### config.mk
export PLATFORM = sky130hd
export DESIGN_NAME = iec_top
export DESIGN_NICKNAME = d
export VERILOG_FILES = /design/src/rtl/iec_sync.v /design/src/rtl/iec_top.v
export VERILOG_INCLUDE_DIRS = /design/src /design/src/common
export SDC_FILE = /design/constraint.sdc
export NUM_CORES = 1
export LEC_CHECK = 0
export BUFFER_PORTS_ARGS = -buffer_cell sky130_fd_sc_hd__buf_2
export CORE_MARGIN = 3
export CORE_UTILIZATION = 40
export DETAILED_ROUTE_END_ITERATION = 10
export PLACE_DENSITY = 0.77
export SETUP_SLACK_MARGIN = 0.15
export SLEW_MARGIN = 20
export SYNTH_ARGS = -nofsm -noshare
export SYNTH_HDL_FRONTEND = slang
export SYNTH_SLANG_ARGS = --single-unit
export TNS_END_PERCENT = 1
### constraint.sdc
create_clock -name hclk -period 2.49 [get_ports hclk]
set_clock_uncertainty 0.15 [all_clocks]
set_input_delay 0.498 -clock hclk [delete_from_list [all_inputs] [get_ports hclk]]
set_output_delay 0.498 -clock hclk [all_outputs]
set_load 0.01 [all_outputs]
### src/common/iec_consts.vh
`ifndef IEC_CONSTS_VH
`define IEC_CONSTS_VH

// Register byte offsets
`define IEC_OFS_CTRL 8'h6c
`define IEC_OFS_STATUS 8'h70
`define IEC_OFS_INT_STAT 8'h80
`define IEC_OFS_INT_MASK 8'h84

// Control register fields
`define IEC_CTRL_EN 0
`define IEC_CTRL_ABORT 1
`define IEC_CTRL_HOLD 2
`define IEC_CTRL_RESET 3'h0

// Status register fields
`define IEC_ST_ACT 0
`define IEC_ST_TFNF 1
`define IEC_ST_TFE 2
`define IEC_ST_RFNE 3
`define IEC_ST_MST 5

// Interrupt status fields
`define IEC_INT_ABORT 0
`define IEC_INT_STOP 1
`define IEC_INT_START 2
`define IEC_INT_W 3

// Clock relation: 1 means core clock asynchronous to bus clock
`define IEC_CLK_ASYNC 1
`define IEC_HOLD_DEFAULT 1'b0

// STOP setup time, least time so rounded up
`define IEC_CLK_NS 10
`define IEC_STOP_NS 4000
`define IEC_STOP_CYC ((`IEC_STOP_NS + `IEC_CLK_NS - 1) / `IEC_CLK_NS)

`endif

### src/rtl/iec_sync.v
// Two-flop synchroniser for pin inputs
module iec_sync #(
  parameter W = 2
) (
  input wire hclk,
  input wire hresetn,
  input wire [W-1:0] async_in,
  output wire [W-1:0] sync_out
);
  reg [W-1:0] meta_r;
  reg [W-1:0] sync_r;

  // First stage only feeds the second
  always @(posedge hclk or negedge hresetn) begin
    if (!hresetn) begin
      meta_r <= {W{1'b1}};
      sync_r <= {W{1'b1}};
    end else begin
      meta_r <= async_in;
      sync_r <= meta_r;
    end
  end

  assign sync_out = sync_r;
endmodule // iec_sync

### src/rtl/iec_top.v
`include "iec_consts.vh"

module iec_top #(
  parameter clock_relation_param = `IEC_CLK_ASYNC,
  parameter command_hold_default_param = `IEC_HOLD_DEFAULT
) (
  input wire hclk,
  input wire hresetn,
  input wire hsel,
  input wire [31:0] haddr,
  input wire [1:0] htrans,
  input wire hwrite,
  input wire [2:0] hsize,
  input wire [31:0] hwdata,
  input wire hready,
  output reg [31:0] hrdata,
  output reg hreadyout,
  output reg hresp,
  output reg irq_r,
  input wire master_mode,
  input wire tx_fifo_empty,
  input wire tx_fifo_full,
  input wire rx_fifo_not_empty,
  input wire xfer_busy,
  input wire xfer_rx,
  output reg core_en_r,
  output reg core_go_r,
  output reg core_end_r,
  output reg rx_nack_r,
  output reg tx_flush_r,
  output reg rx_flush_r,
  input wire scl_in,
  input wire sda_in,
  output reg sda_out_r,
  output reg sda_oe_r
);
  // Abort sequencer states
  localparam [2:0] AB_IDLE = 3'h0;
  localparam [2:0] AB_WAIT = 3'h1;
  localparam [2:0] AB_SCLLO = 3'h2;
  localparam [2:0] AB_SCLHI = 3'h3;
  localparam [2:0] AB_DONE = 3'h4;
  // Full-width copy first so the cut to the counter width is deliberate
  localparam [31:0] STOP_CYC_W = `IEC_STOP_CYC;
  localparam [8:0] STOP_CYC = STOP_CYC_W[8:0];

  reg en_r;
  reg abort_r;
  reg hold_r;
  reg [1:0] en_pipe_r;
  reg [2:0] ab_st_r;
  reg [2:0] ab_st_nxt;
  reg [8:0] stop_cnt_r;
  reg [`IEC_INT_W-1:0] int_stat_r;
  reg [`IEC_INT_W-1:0] int_mask_r;
  reg wr_pend_r;
  reg [7:0] wr_addr_r;
  reg scl_d_r;
  reg sda_d_r;
  reg [31:0] rd_val;
  reg [`IEC_INT_W-1:0] int_set;
  wire [1:0] pins_s;
  wire scl_s;
  wire sda_s;
  wire en_eff;
  wire addr_ok;
  wire ctrl_wr;
  wire stop_seen;
  wire start_seen;
  wire busy_any;
  wire idle_now;

  // Bus pins cross into the core clock domain
  iec_sync #(.W(2)) u_sync (
    .hclk(hclk),
    .hresetn(hresetn),
    .async_in({scl_in, sda_in}),
    .sync_out(pins_s)
  );
  assign scl_s = pins_s[1];
  assign sda_s = pins_s[0];

  // Previous pin levels for edge detection
  always @(posedge hclk or negedge hresetn) begin
    if (!hresetn) begin
      scl_d_r <= 1'b1;
      sda_d_r <= 1'b1;
    end else begin
      scl_d_r <= scl_s;
      sda_d_r <= sda_s;
    end
  end

  // SDA edges while SCL stays high mark bus conditions
  assign stop_seen = scl_s && scl_d_r && sda_s && !sda_d_r;
  assign start_seen = scl_s && scl_d_r && !sda_s && sda_d_r;

  // Enable reaches the core two cycles late in asynchronous mode
  always @(posedge hclk or negedge hresetn) begin
    if (!hresetn) begin
      en_pipe_r <= 2'h0;
    end else begin
      en_pipe_r <= {en_pipe_r[0], en_r};
    end
  end
  assign en_eff = (clock_relation_param == 1) ? en_pipe_r[1] : en_r;

  assign busy_any = xfer_busy || (ab_st_r != AB_IDLE);
  assign idle_now = !busy_any;

  // AHB-Lite address phase capture
  assign addr_ok = hsel && htrans[1] && hready;
  assign ctrl_wr = wr_pend_r && (wr_addr_r == `IEC_OFS_CTRL);

  // Read mux; status overrides FIFO flags while disabled
  always @* begin
    rd_val = 32'h0;
    case (haddr[7:0])
      `IEC_OFS_CTRL: begin
        rd_val[`IEC_CTRL_EN] = en_r;
        rd_val[`IEC_CTRL_ABORT] = abort_r;
        rd_val[`IEC_CTRL_HOLD] = hold_r;
      end
      `IEC_OFS_STATUS: begin
        rd_val[`IEC_ST_ACT] = busy_any;
        rd_val[`IEC_ST_TFNF] = !en_eff || !tx_fifo_full;
        rd_val[`IEC_ST_TFE] = !en_eff || tx_fifo_empty;
        rd_val[`IEC_ST_RFNE] = en_eff && rx_fifo_not_empty;
        rd_val[`IEC_ST_MST] = busy_any && master_mode;
      end
      `IEC_OFS_INT_STAT: begin
        rd_val[`IEC_INT_W-1:0] = int_stat_r & int_mask_r;
      end
      `IEC_OFS_INT_MASK: begin
        rd_val[`IEC_INT_W-1:0] = int_mask_r;
      end
      default: begin
        rd_val = 32'h0;
      end
    endcase
  end

  // Slave answers with no wait states; read data sampled at address phase
  always @(posedge hclk or negedge hresetn) begin
    if (!hresetn) begin
      hrdata <= 32'h0;
      hreadyout <= 1'b1;
      hresp <= 1'b0;
      wr_pend_r <= 1'b0;
      wr_addr_r <= 8'h0;
    end else begin
      hreadyout <= 1'b1;
      hresp <= 1'b0;
      wr_pend_r <= addr_ok && hwrite;
      if (addr_ok) begin
        wr_addr_r <= haddr[7:0];
      end
      if (addr_ok && !hwrite) begin
        hrdata <= rd_val;
      end
    end
  end

  // Control register: enable, abort (set only), command hold
  always @(posedge hclk or negedge hresetn) begin
    if (!hresetn) begin
      en_r <= 1'b0;
      abort_r <= 1'b0;
      hold_r <= 1'b0;
    end else begin
      if (ctrl_wr) begin
        en_r <= hwdata[`IEC_CTRL_EN];
        hold_r <= hwdata[`IEC_CTRL_HOLD];
      end
      // Hardware clear on completion; a zero write never clears
      if (ab_st_r == AB_DONE) begin
        abort_r <= 1'b0;
      end else if (ctrl_wr && hwdata[`IEC_CTRL_ABORT] && en_r && master_mode) begin
        abort_r <= 1'b1;
      end
    end
  end

  // Hold is honoured only from the first cycle after reset release, not under it
  reg hold_init_r;
  always @(posedge hclk or negedge hresetn) begin
    if (!hresetn) begin
      hold_init_r <= 1'b0;
    end else begin
      hold_init_r <= 1'b1;
    end
  end

  // Abort sequencer next state
  always @* begin
    ab_st_nxt = ab_st_r;
    case (ab_st_r)
      AB_IDLE: begin
        if (abort_r) begin
          ab_st_nxt = AB_WAIT;
        end
      end
      AB_WAIT: begin
        if (!xfer_busy) begin
          ab_st_nxt = AB_SCLLO;
        end
      end
      AB_SCLLO: begin
        if (!scl_s) begin
          ab_st_nxt = AB_SCLHI;
        end
      end
      AB_SCLHI: begin
        if (scl_s && stop_cnt_r == STOP_CYC) begin
          ab_st_nxt = AB_DONE;
        end
      end
      AB_DONE: begin
        ab_st_nxt = AB_IDLE;
      end
      default: begin
        ab_st_nxt = AB_IDLE;
      end
    endcase
  end

  // Sequencer, STOP setup counter and SDA drive
  always @(posedge hclk or negedge hresetn) begin
    if (!hresetn) begin
      ab_st_r <= AB_IDLE;
      stop_cnt_r <= 9'h0;
      sda_out_r <= 1'b0;
      sda_oe_r <= 1'b0;
    end else begin
      ab_st_r <= ab_st_nxt;
      sda_out_r <= 1'b0;
      if (ab_st_r == AB_SCLHI && scl_s && stop_cnt_r != STOP_CYC) begin
        stop_cnt_r <= stop_cnt_r + 9'h1;
      end else if (ab_st_r != AB_SCLHI) begin
        stop_cnt_r <= 9'h0;
      end
      // SDA pulled low from SCL low through the SCL-high setup count, then released: STOP
      if (ab_st_nxt == AB_SCLHI) begin
        sda_oe_r <= 1'b1;
      end else begin
        sda_oe_r <= 1'b0;
      end
    end
  end

  // Interrupt events; set wins over a same-cycle clear
  always @* begin
    int_set = {`IEC_INT_W{1'b0}};
    int_set[`IEC_INT_ABORT] = (ab_st_r == AB_DONE);
    int_set[`IEC_INT_STOP] = stop_seen;
    int_set[`IEC_INT_START] = start_seen;
  end

  always @(posedge hclk or negedge hresetn) begin
    if (!hresetn) begin
      int_stat_r <= {`IEC_INT_W{1'b0}};
      int_mask_r <= {`IEC_INT_W{1'b0}};
    end else begin
      if (wr_pend_r && wr_addr_r == `IEC_OFS_INT_MASK) begin
        int_mask_r <= hwdata[`IEC_INT_W-1:0];
      end
      // Flags survive disable until the controller reaches idle
      if (!en_eff && idle_now) begin
        int_stat_r <= int_set;
      end else if (wr_pend_r && wr_addr_r == `IEC_OFS_INT_STAT) begin
        int_stat_r <= (int_stat_r & ~hwdata[`IEC_INT_W-1:0]) | int_set;
      end else begin
        int_stat_r <= int_stat_r | int_set;
      end
    end
  end

  // Core controls, all registered
  always @(posedge hclk or negedge hresetn) begin
    if (!hresetn) begin
      core_en_r <= 1'b0;
      core_go_r <= 1'b0;
      core_end_r <= 1'b0;
      rx_nack_r <= 1'b0;
      tx_flush_r <= 1'b1;
      rx_flush_r <= 1'b1;
      irq_r <= 1'b0;
    end else begin
      core_en_r <= en_eff;
      // Start only with work queued, no hold and no abort
      core_go_r <= en_eff && master_mode && !(hold_r && hold_init_r) && !tx_fifo_empty
        && (ab_st_r == AB_IDLE) && !abort_r;
      // Disabled mid-transfer: finish current transfer, then stop
      core_end_r <= (!en_eff && xfer_busy) || (ab_st_r == AB_WAIT);
      // Receiving when disabled: no acknowledge on the current byte
      rx_nack_r <= !en_eff && xfer_busy && xfer_rx;
      // FIFOs held flushed while disabled; discard waits for transfer end
      tx_flush_r <= (!en_eff && !xfer_busy) || (ab_st_r == AB_DONE);
      rx_flush_r <= !en_eff && !xfer_busy;
      irq_r <= |(int_stat_r & int_mask_r);
    end
  end
endmodule // iec_top

### Word-level counts from Yosys, hierarchy flattened

Index checks and enable logic that the tools add are counted.

| storage, ports and cells | value |
|---|---|
| output and inout bits | 43 |
| register bits after elaboration | 52 |
| logic and storage cells | 110 |
| bits of input ports | 82 |

| operators by class | value |
|---|---|
| bitwise gates (word level) | 5 |
| add/subtract/negate cells | 1 |
| equality and inequality tests | 15 |
| reductions and logical operators | 50 |
| muxes and demuxes | 15 |

Operators with widths:

| kind | number |
|---|---|
| 8-bit equality test (second input constant) | 4 |
| 1-bit logical AND | 30 |
| 8-bit by 7-bit equality test with 1-bit output (second input constant) | 3 |
| 3-bit one-hot mux with 4 select lines | 2 |
| 3-bit two-way mux | 6 |
| 9-bit two-way mux | 2 |
| 1-bit zero test | 10 |
| 9-bit by 1-bit adder with 9-bit output (second input constant) | 1 |
| 3-bit by 2-bit equality test with 1-bit output (second input constant) | 3 |
| 9-bit equality test (second input constant) | 1 |
| 9-bit != test (second input constant) | 1 |
| 3-bit bitwise AND | 2 |
| 3-bit bitwise OR | 2 |
| 1-bit logical OR | 5 |
| 1-bit two-way mux | 5 |
| 2-bit nonzero test | 2 |
| 3-bit by 1-bit equality test with 1-bit output (second input constant) | 1 |
| 3-bit equality test (second input constant) | 1 |
| 3-bit zero test | 1 |
| 3-bit by 2-bit != test with 1-bit output (second input constant) | 1 |
| 3-bit inverter | 1 |
| 3-bit nonzero test | 1 |
| 3-bit OR reduction | 1 |

### Longest topological paths before layout

| logic depth | value |
|---|---|
| depth in word-level cells | 7 |
| depth in mapped cells | 6 |
| depth with buffers taken out | 6 |

### By module

Synthesis repeated with hierarchy kept, for this count alone.

| second synthesis, totals | value |
|---|---|
| cell total of the unflattened synthesis | 226 |
| area total of the unflattened synthesis | 2486.1 sq um |

Modules (own cells, without submodules):

| module | cells an instance | instances | area each (sq um) | seq. area each (sq um) |
|---|---|---|---|---|
| iec_top | 222 | 1 | 2381.0 | 1206.2 |
| iec_sync | 4 | 1 | 105.1 | 105.1 |

### Least setup slack after synthesis

Ideal clock, no wire load.

| timing path | value |
|---|---|
| path kind | in2reg |
| from | in haddr[2] |
| to | reg hrdata[5] |
| setup slack | 0.513 ns |
| library setup time | 0.064 ns |
| stages | 4 |
| data required time | 2.276 ns |
| buffers on the path | 0 |
| data arrival time | 1.763 ns |
| path through | or4_1 -> or4_4 -> a21oi_2 -> a22o_2 |

| on the way | value |
|---|---|
| cells in the longest elaborated chain, start to end | 2 |

Ends and longest elaborated chain:

| what | line | RTL |
|---|---|---|
| from (decl) | iec_top.v:10 | `input wire [31:0] haddr,` |
| 8-bit by 7-bit equality test with 1-bit output | iec_top.v:118 | `case (haddr[7:0])` |
| 1-bit two-way mux | iec_top.v:118 |  |
| to (signal assigned) | iec_top.v:159 | `hrdata <= rd_val;` |
| to (decl) | iec_top.v:16 | `output reg [31:0] hrdata,` |

Every way passes these cells.
A chain may end at the register's enable or synchronous reset.

### Worst setup path in the final report

| timing path | value |
|---|---|
| from | reg wr_addr_r[3] |
| to | reg int_stat_r[1] |

| on the way | value |
|---|---|
| cells in the longest elaborated chain, start to end | 4 |

Ends and longest elaborated chain:

| what | line | RTL |
|---|---|---|
| from (decl) | iec_top.v:57 | `reg [7:0] wr_addr_r;` |
| from (signal assigned) | iec_top.v:156 | `wr_addr_r <= haddr[7:0];` |
| 8-bit equality test (no line) | - |  |
| 1-bit logical AND (no line) | - |  |
| 3-bit two-way mux | iec_top.v:270 | `` end else if (wr_pend_r && wr_addr_r == `IEC_OFS_INT_STAT) begin `` |
| 3-bit two-way mux | iec_top.v:268 | `if (!en_eff && idle_now) begin` |
| to (signal assigned) | iec_top.v:269 | `int_stat_r <= int_set;` |
| to (signal assigned) | iec_top.v:271 | `` int_stat_r <= (int_stat_r & ~hwdata[`IEC_INT_W-1:0]) \| int_set; `` |
| to (signal assigned) | iec_top.v:273 | `int_stat_r <= int_stat_r \| int_set;` |
| to (decl) | iec_top.v:54 | `` reg [`IEC_INT_W-1:0] int_stat_r; `` |

Every way passes these cells.

==> flow_summary.ini <==
[outcome]
run_status = finished clean

[timing]
setup_total_negative_slack_ns = 0
slew_of_the_pin_with_the_lowest_slew_margin_ns = 0.616
max-slew-margin-rel_pct = 58.5
timing.final.max_slew_violations = 0
setup_viol = 0
timing.final.hold_violations = 0
rsz0062_at_grt = false
fmaxAchievable_mhz = 513
layout_setup_ws_ns = 0.540
layout_min_cycle_time_ns = 1.95
fin_crit_sh_pct = 78.3

[clocking]
cts_resized = 0
bufs_on_longest_clock_path = 2
clockRootBuffer = clkbuf_8
cts.clk_slew.worst_paths_ns = 0.09
cts-buffers-inserted = 5
clock_latency_late_sink_ns = 0.31
tritoncts_clock_tree = done
tritoncts_num_sinks = 52
post_cts.repair.setup_buffers = 0
htreeDepth = 2

[worst_setup_path]
timing.critical_path.required_ns = 2.54
endpoint_of_the_lowest_slack_register_to_register_path = int_stat_r[1]
worst_r2r_startpoint = wr_addr_r[3]
ff2ff_path_depth = 4
critPathLaunchType = register
r2r_slack_ns = 0.54
worst-endpoint-arrival_ns = 2.00
critical_path.max_fanout = 3
endpoint_kind = register
path_class = register to register

[power_and_ir_drop]
power.density_cell_area_nw_per_um2 = 680
switching_power_mw = 0.494
power.combinational.fraction_pct = 14.4
seq_power_share_pct = 54.9
clock_power_share_pct = 30.6
power.total_mw = 1.85
sw_frac_of_total_pct = 26.7
vdd_ir_drop_max_v = 0.000384
power_leakage_nw = 1.28
power_report.internal_total_mw = 1.35

[synth]
synth-edff-count = 0
synth_sequential_area_ratio_pct = 53.9
unique_cell_type_count_in_the_yosys_netlist = 48
synth-async-reset-ratio_pct = 100
synth_area_um2 = 2430
gate_count_of_the_mapped_netlist = 222
ys.warnings.count = 0
ys.flop_type = dfrtp_1
post_synth.cell_area_avg_um2 = 11.0
synth.ff_latch_count = 52

[min_path]
hold_depth = 1
timing.hold.worst_endpoint = u_sync.meta_r[0]
holdCritPathClass = input pin to register
hold_path_startpoint = sda_in

[detailed_routing]
firstDrtPassIters = 4
num_vias = 1688
routed_wirelength_mm = 4.49
drt_iter0_drc = 90
avgRoutedWirePerCell_um = 13.3
post-route-drc-count = 0
antenna_violating_nets_post_route = 0
viasPerCell = 4.99

[placement]
hpwl_reported_at_the_end_of_detailed_placement_mm = 3.45
numPlacedInstances = 329
post_dp_cell_area_um2 = 2600
numPortBuffers = 37
gp_routability_congestion = 0.818
dp_worst_setup_slack_ns = 0.289

[cells_and_area]
fillers = 509
sequential_cell_area_um2 = 1310
layout_common_cells = dfrtp_1 (44), buf_2 (37), conb_1 (31)
drive_gt1_share_pct = 28.6
synthToLayoutAreaGrowth_pct = 11.7
nets = 349
layout.cells.most_common = dfrtp_1
multiInputGateArea_um2 = 966
layout.cell_area.non_filler_um2 = 2720
stdcell_count = 338
antenna_cells = 0

[grt]
largest_net_degree_at_the_start_of_global_routing = 21
global_route.usage.total_pct = 13.1
grt-ovfl-total = 0
antenna_found_initial = 0
grt_pass1_wl_mm = 7.42
first_global_vias = 1611

[floorplan]
dieHeight_um = 84.0
placeableCoreArea_um2 = 5710
row_count = 27
floorplan.initialDensity_pct = 42.6
num_io_pins = 125
total_die_area_um2 = 7060
die-width_um = 84.0

[job]
max_cap_violations = 0
sequential cells by signal, indices dropped and copies added, names as in the netlist, 2 cells and up:
name,count
hrdata,5
u_sync.sync_out,2
en_pipe_r,2
wr_addr_r,8
ab_st_r,3
stop_cnt_r,9
int_mask_r,3
u_sync.meta_r,2
int_stat_r,3
power by group through the flow:
stage               Combinational (mW)  Sequential (mW)  Clock [mW]
finish                           0.267             1.02       0.566
global route                     0.302             1.03       0.622
CTS                              0.269             1.02       0.587
detailed placement               0.268             1.03           0
global placement                 0.253             1.02           0
floorplan                        0.217             1.01           0
synth_stat cells (4+ instances only):
library cell  instances  area share (%)
buf_4                30             9.2
nand2_1              15             2.3
nand2b_1              4             1.0
a21oi_1               6             1.2
and3_1                4             1.0
nand4b_1              4             1.4
dfstp_2               8             8.6
nor3_1                5             1.0
dfrtp_1              44              45
o21ai_0               9             1.8
nor2_1               14             2.2
mux2_2               12             5.5
inv_1                 8             1.2
or3_1                 7             1.8
nand3_1               5             1.0
worst max-delay path, stage by stage (launching register included):
cell     delay [ns]
dfrtp_1        0.40
or4b_1         0.56
nor3_1         0.38
nand2_1        0.10
a31o_2         0.26
cell families after synthesis:
group	after synthesis	synth area share [%]
adders and majority gates	2	1.03
xor gates and xnor gates	5	1.80
muxes	13	5.96
AOI/OAI and AO/OA	33	9.30
other	2	0.308
DFF	52	53.9
and+or+nand+nor	74	16.8
buffers and inverters	41	10.9
how the worst max path moves through the flow:
stage / start / endpoint / slack [ns] / cells after the start
detailed placement: haddr[2] / hrdata[5] / 0.29 / 5
finish: wr_addr_r[3] / int_stat_r[1] / 0.54 / 4
CTS: wr_addr_r[3] / int_stat_r[1] / 0.53 / 4
global placement: haddr[2] / hrdata[5] / 0.29 / 5
global route: wr_addr_r[3] / int_stat_r[1] / 0.45 / 4
floorplan: haddr[2] / hrdata[5] / 0.51 / 4
per-stage QoR:
| step | util (%) | hold WS, ns |
|---|---|---|
| 2_1_floorplan | - | 0.0524 |
| 3_3_place_gp | 45.5 | 0.182 |
| 3_5_place_dp | 45.5 | 0.185 |
| 4_1_cts | 47.6 | 0.130 |
| 5_1_grt | 47.6 | 0.120 |
| 6_report | 47.6 | 0.138 |
metal layers:
layer	vias to the layer above	GRT usage [%]	share of wire (%)
met4	0	5.99	1.9
met2	61	20.1	48
met1	812	17.1	44
li1	808	-	-
met3	7	3.95	6.6
met5	-	0	0
final cells by class:
class | count | share of cell area [%]
sequential | 52 | 48.2
multi-input combinational | 158 | 35.5
timing repair buffer | 40 | 7.73
tap | 72 | 3.31
clock buffer | 5 | 2.53
clock inverter | 3 | 1.56
inverter | 8 | 1.10
timing repair:
action / in CTS / in global routing
endpoints found under the setup margin: 0 / 0
endpoints found under the hold margin: 11 / 0
hold buffers: 1 / 0
Power figures use the tool's default switching activity.
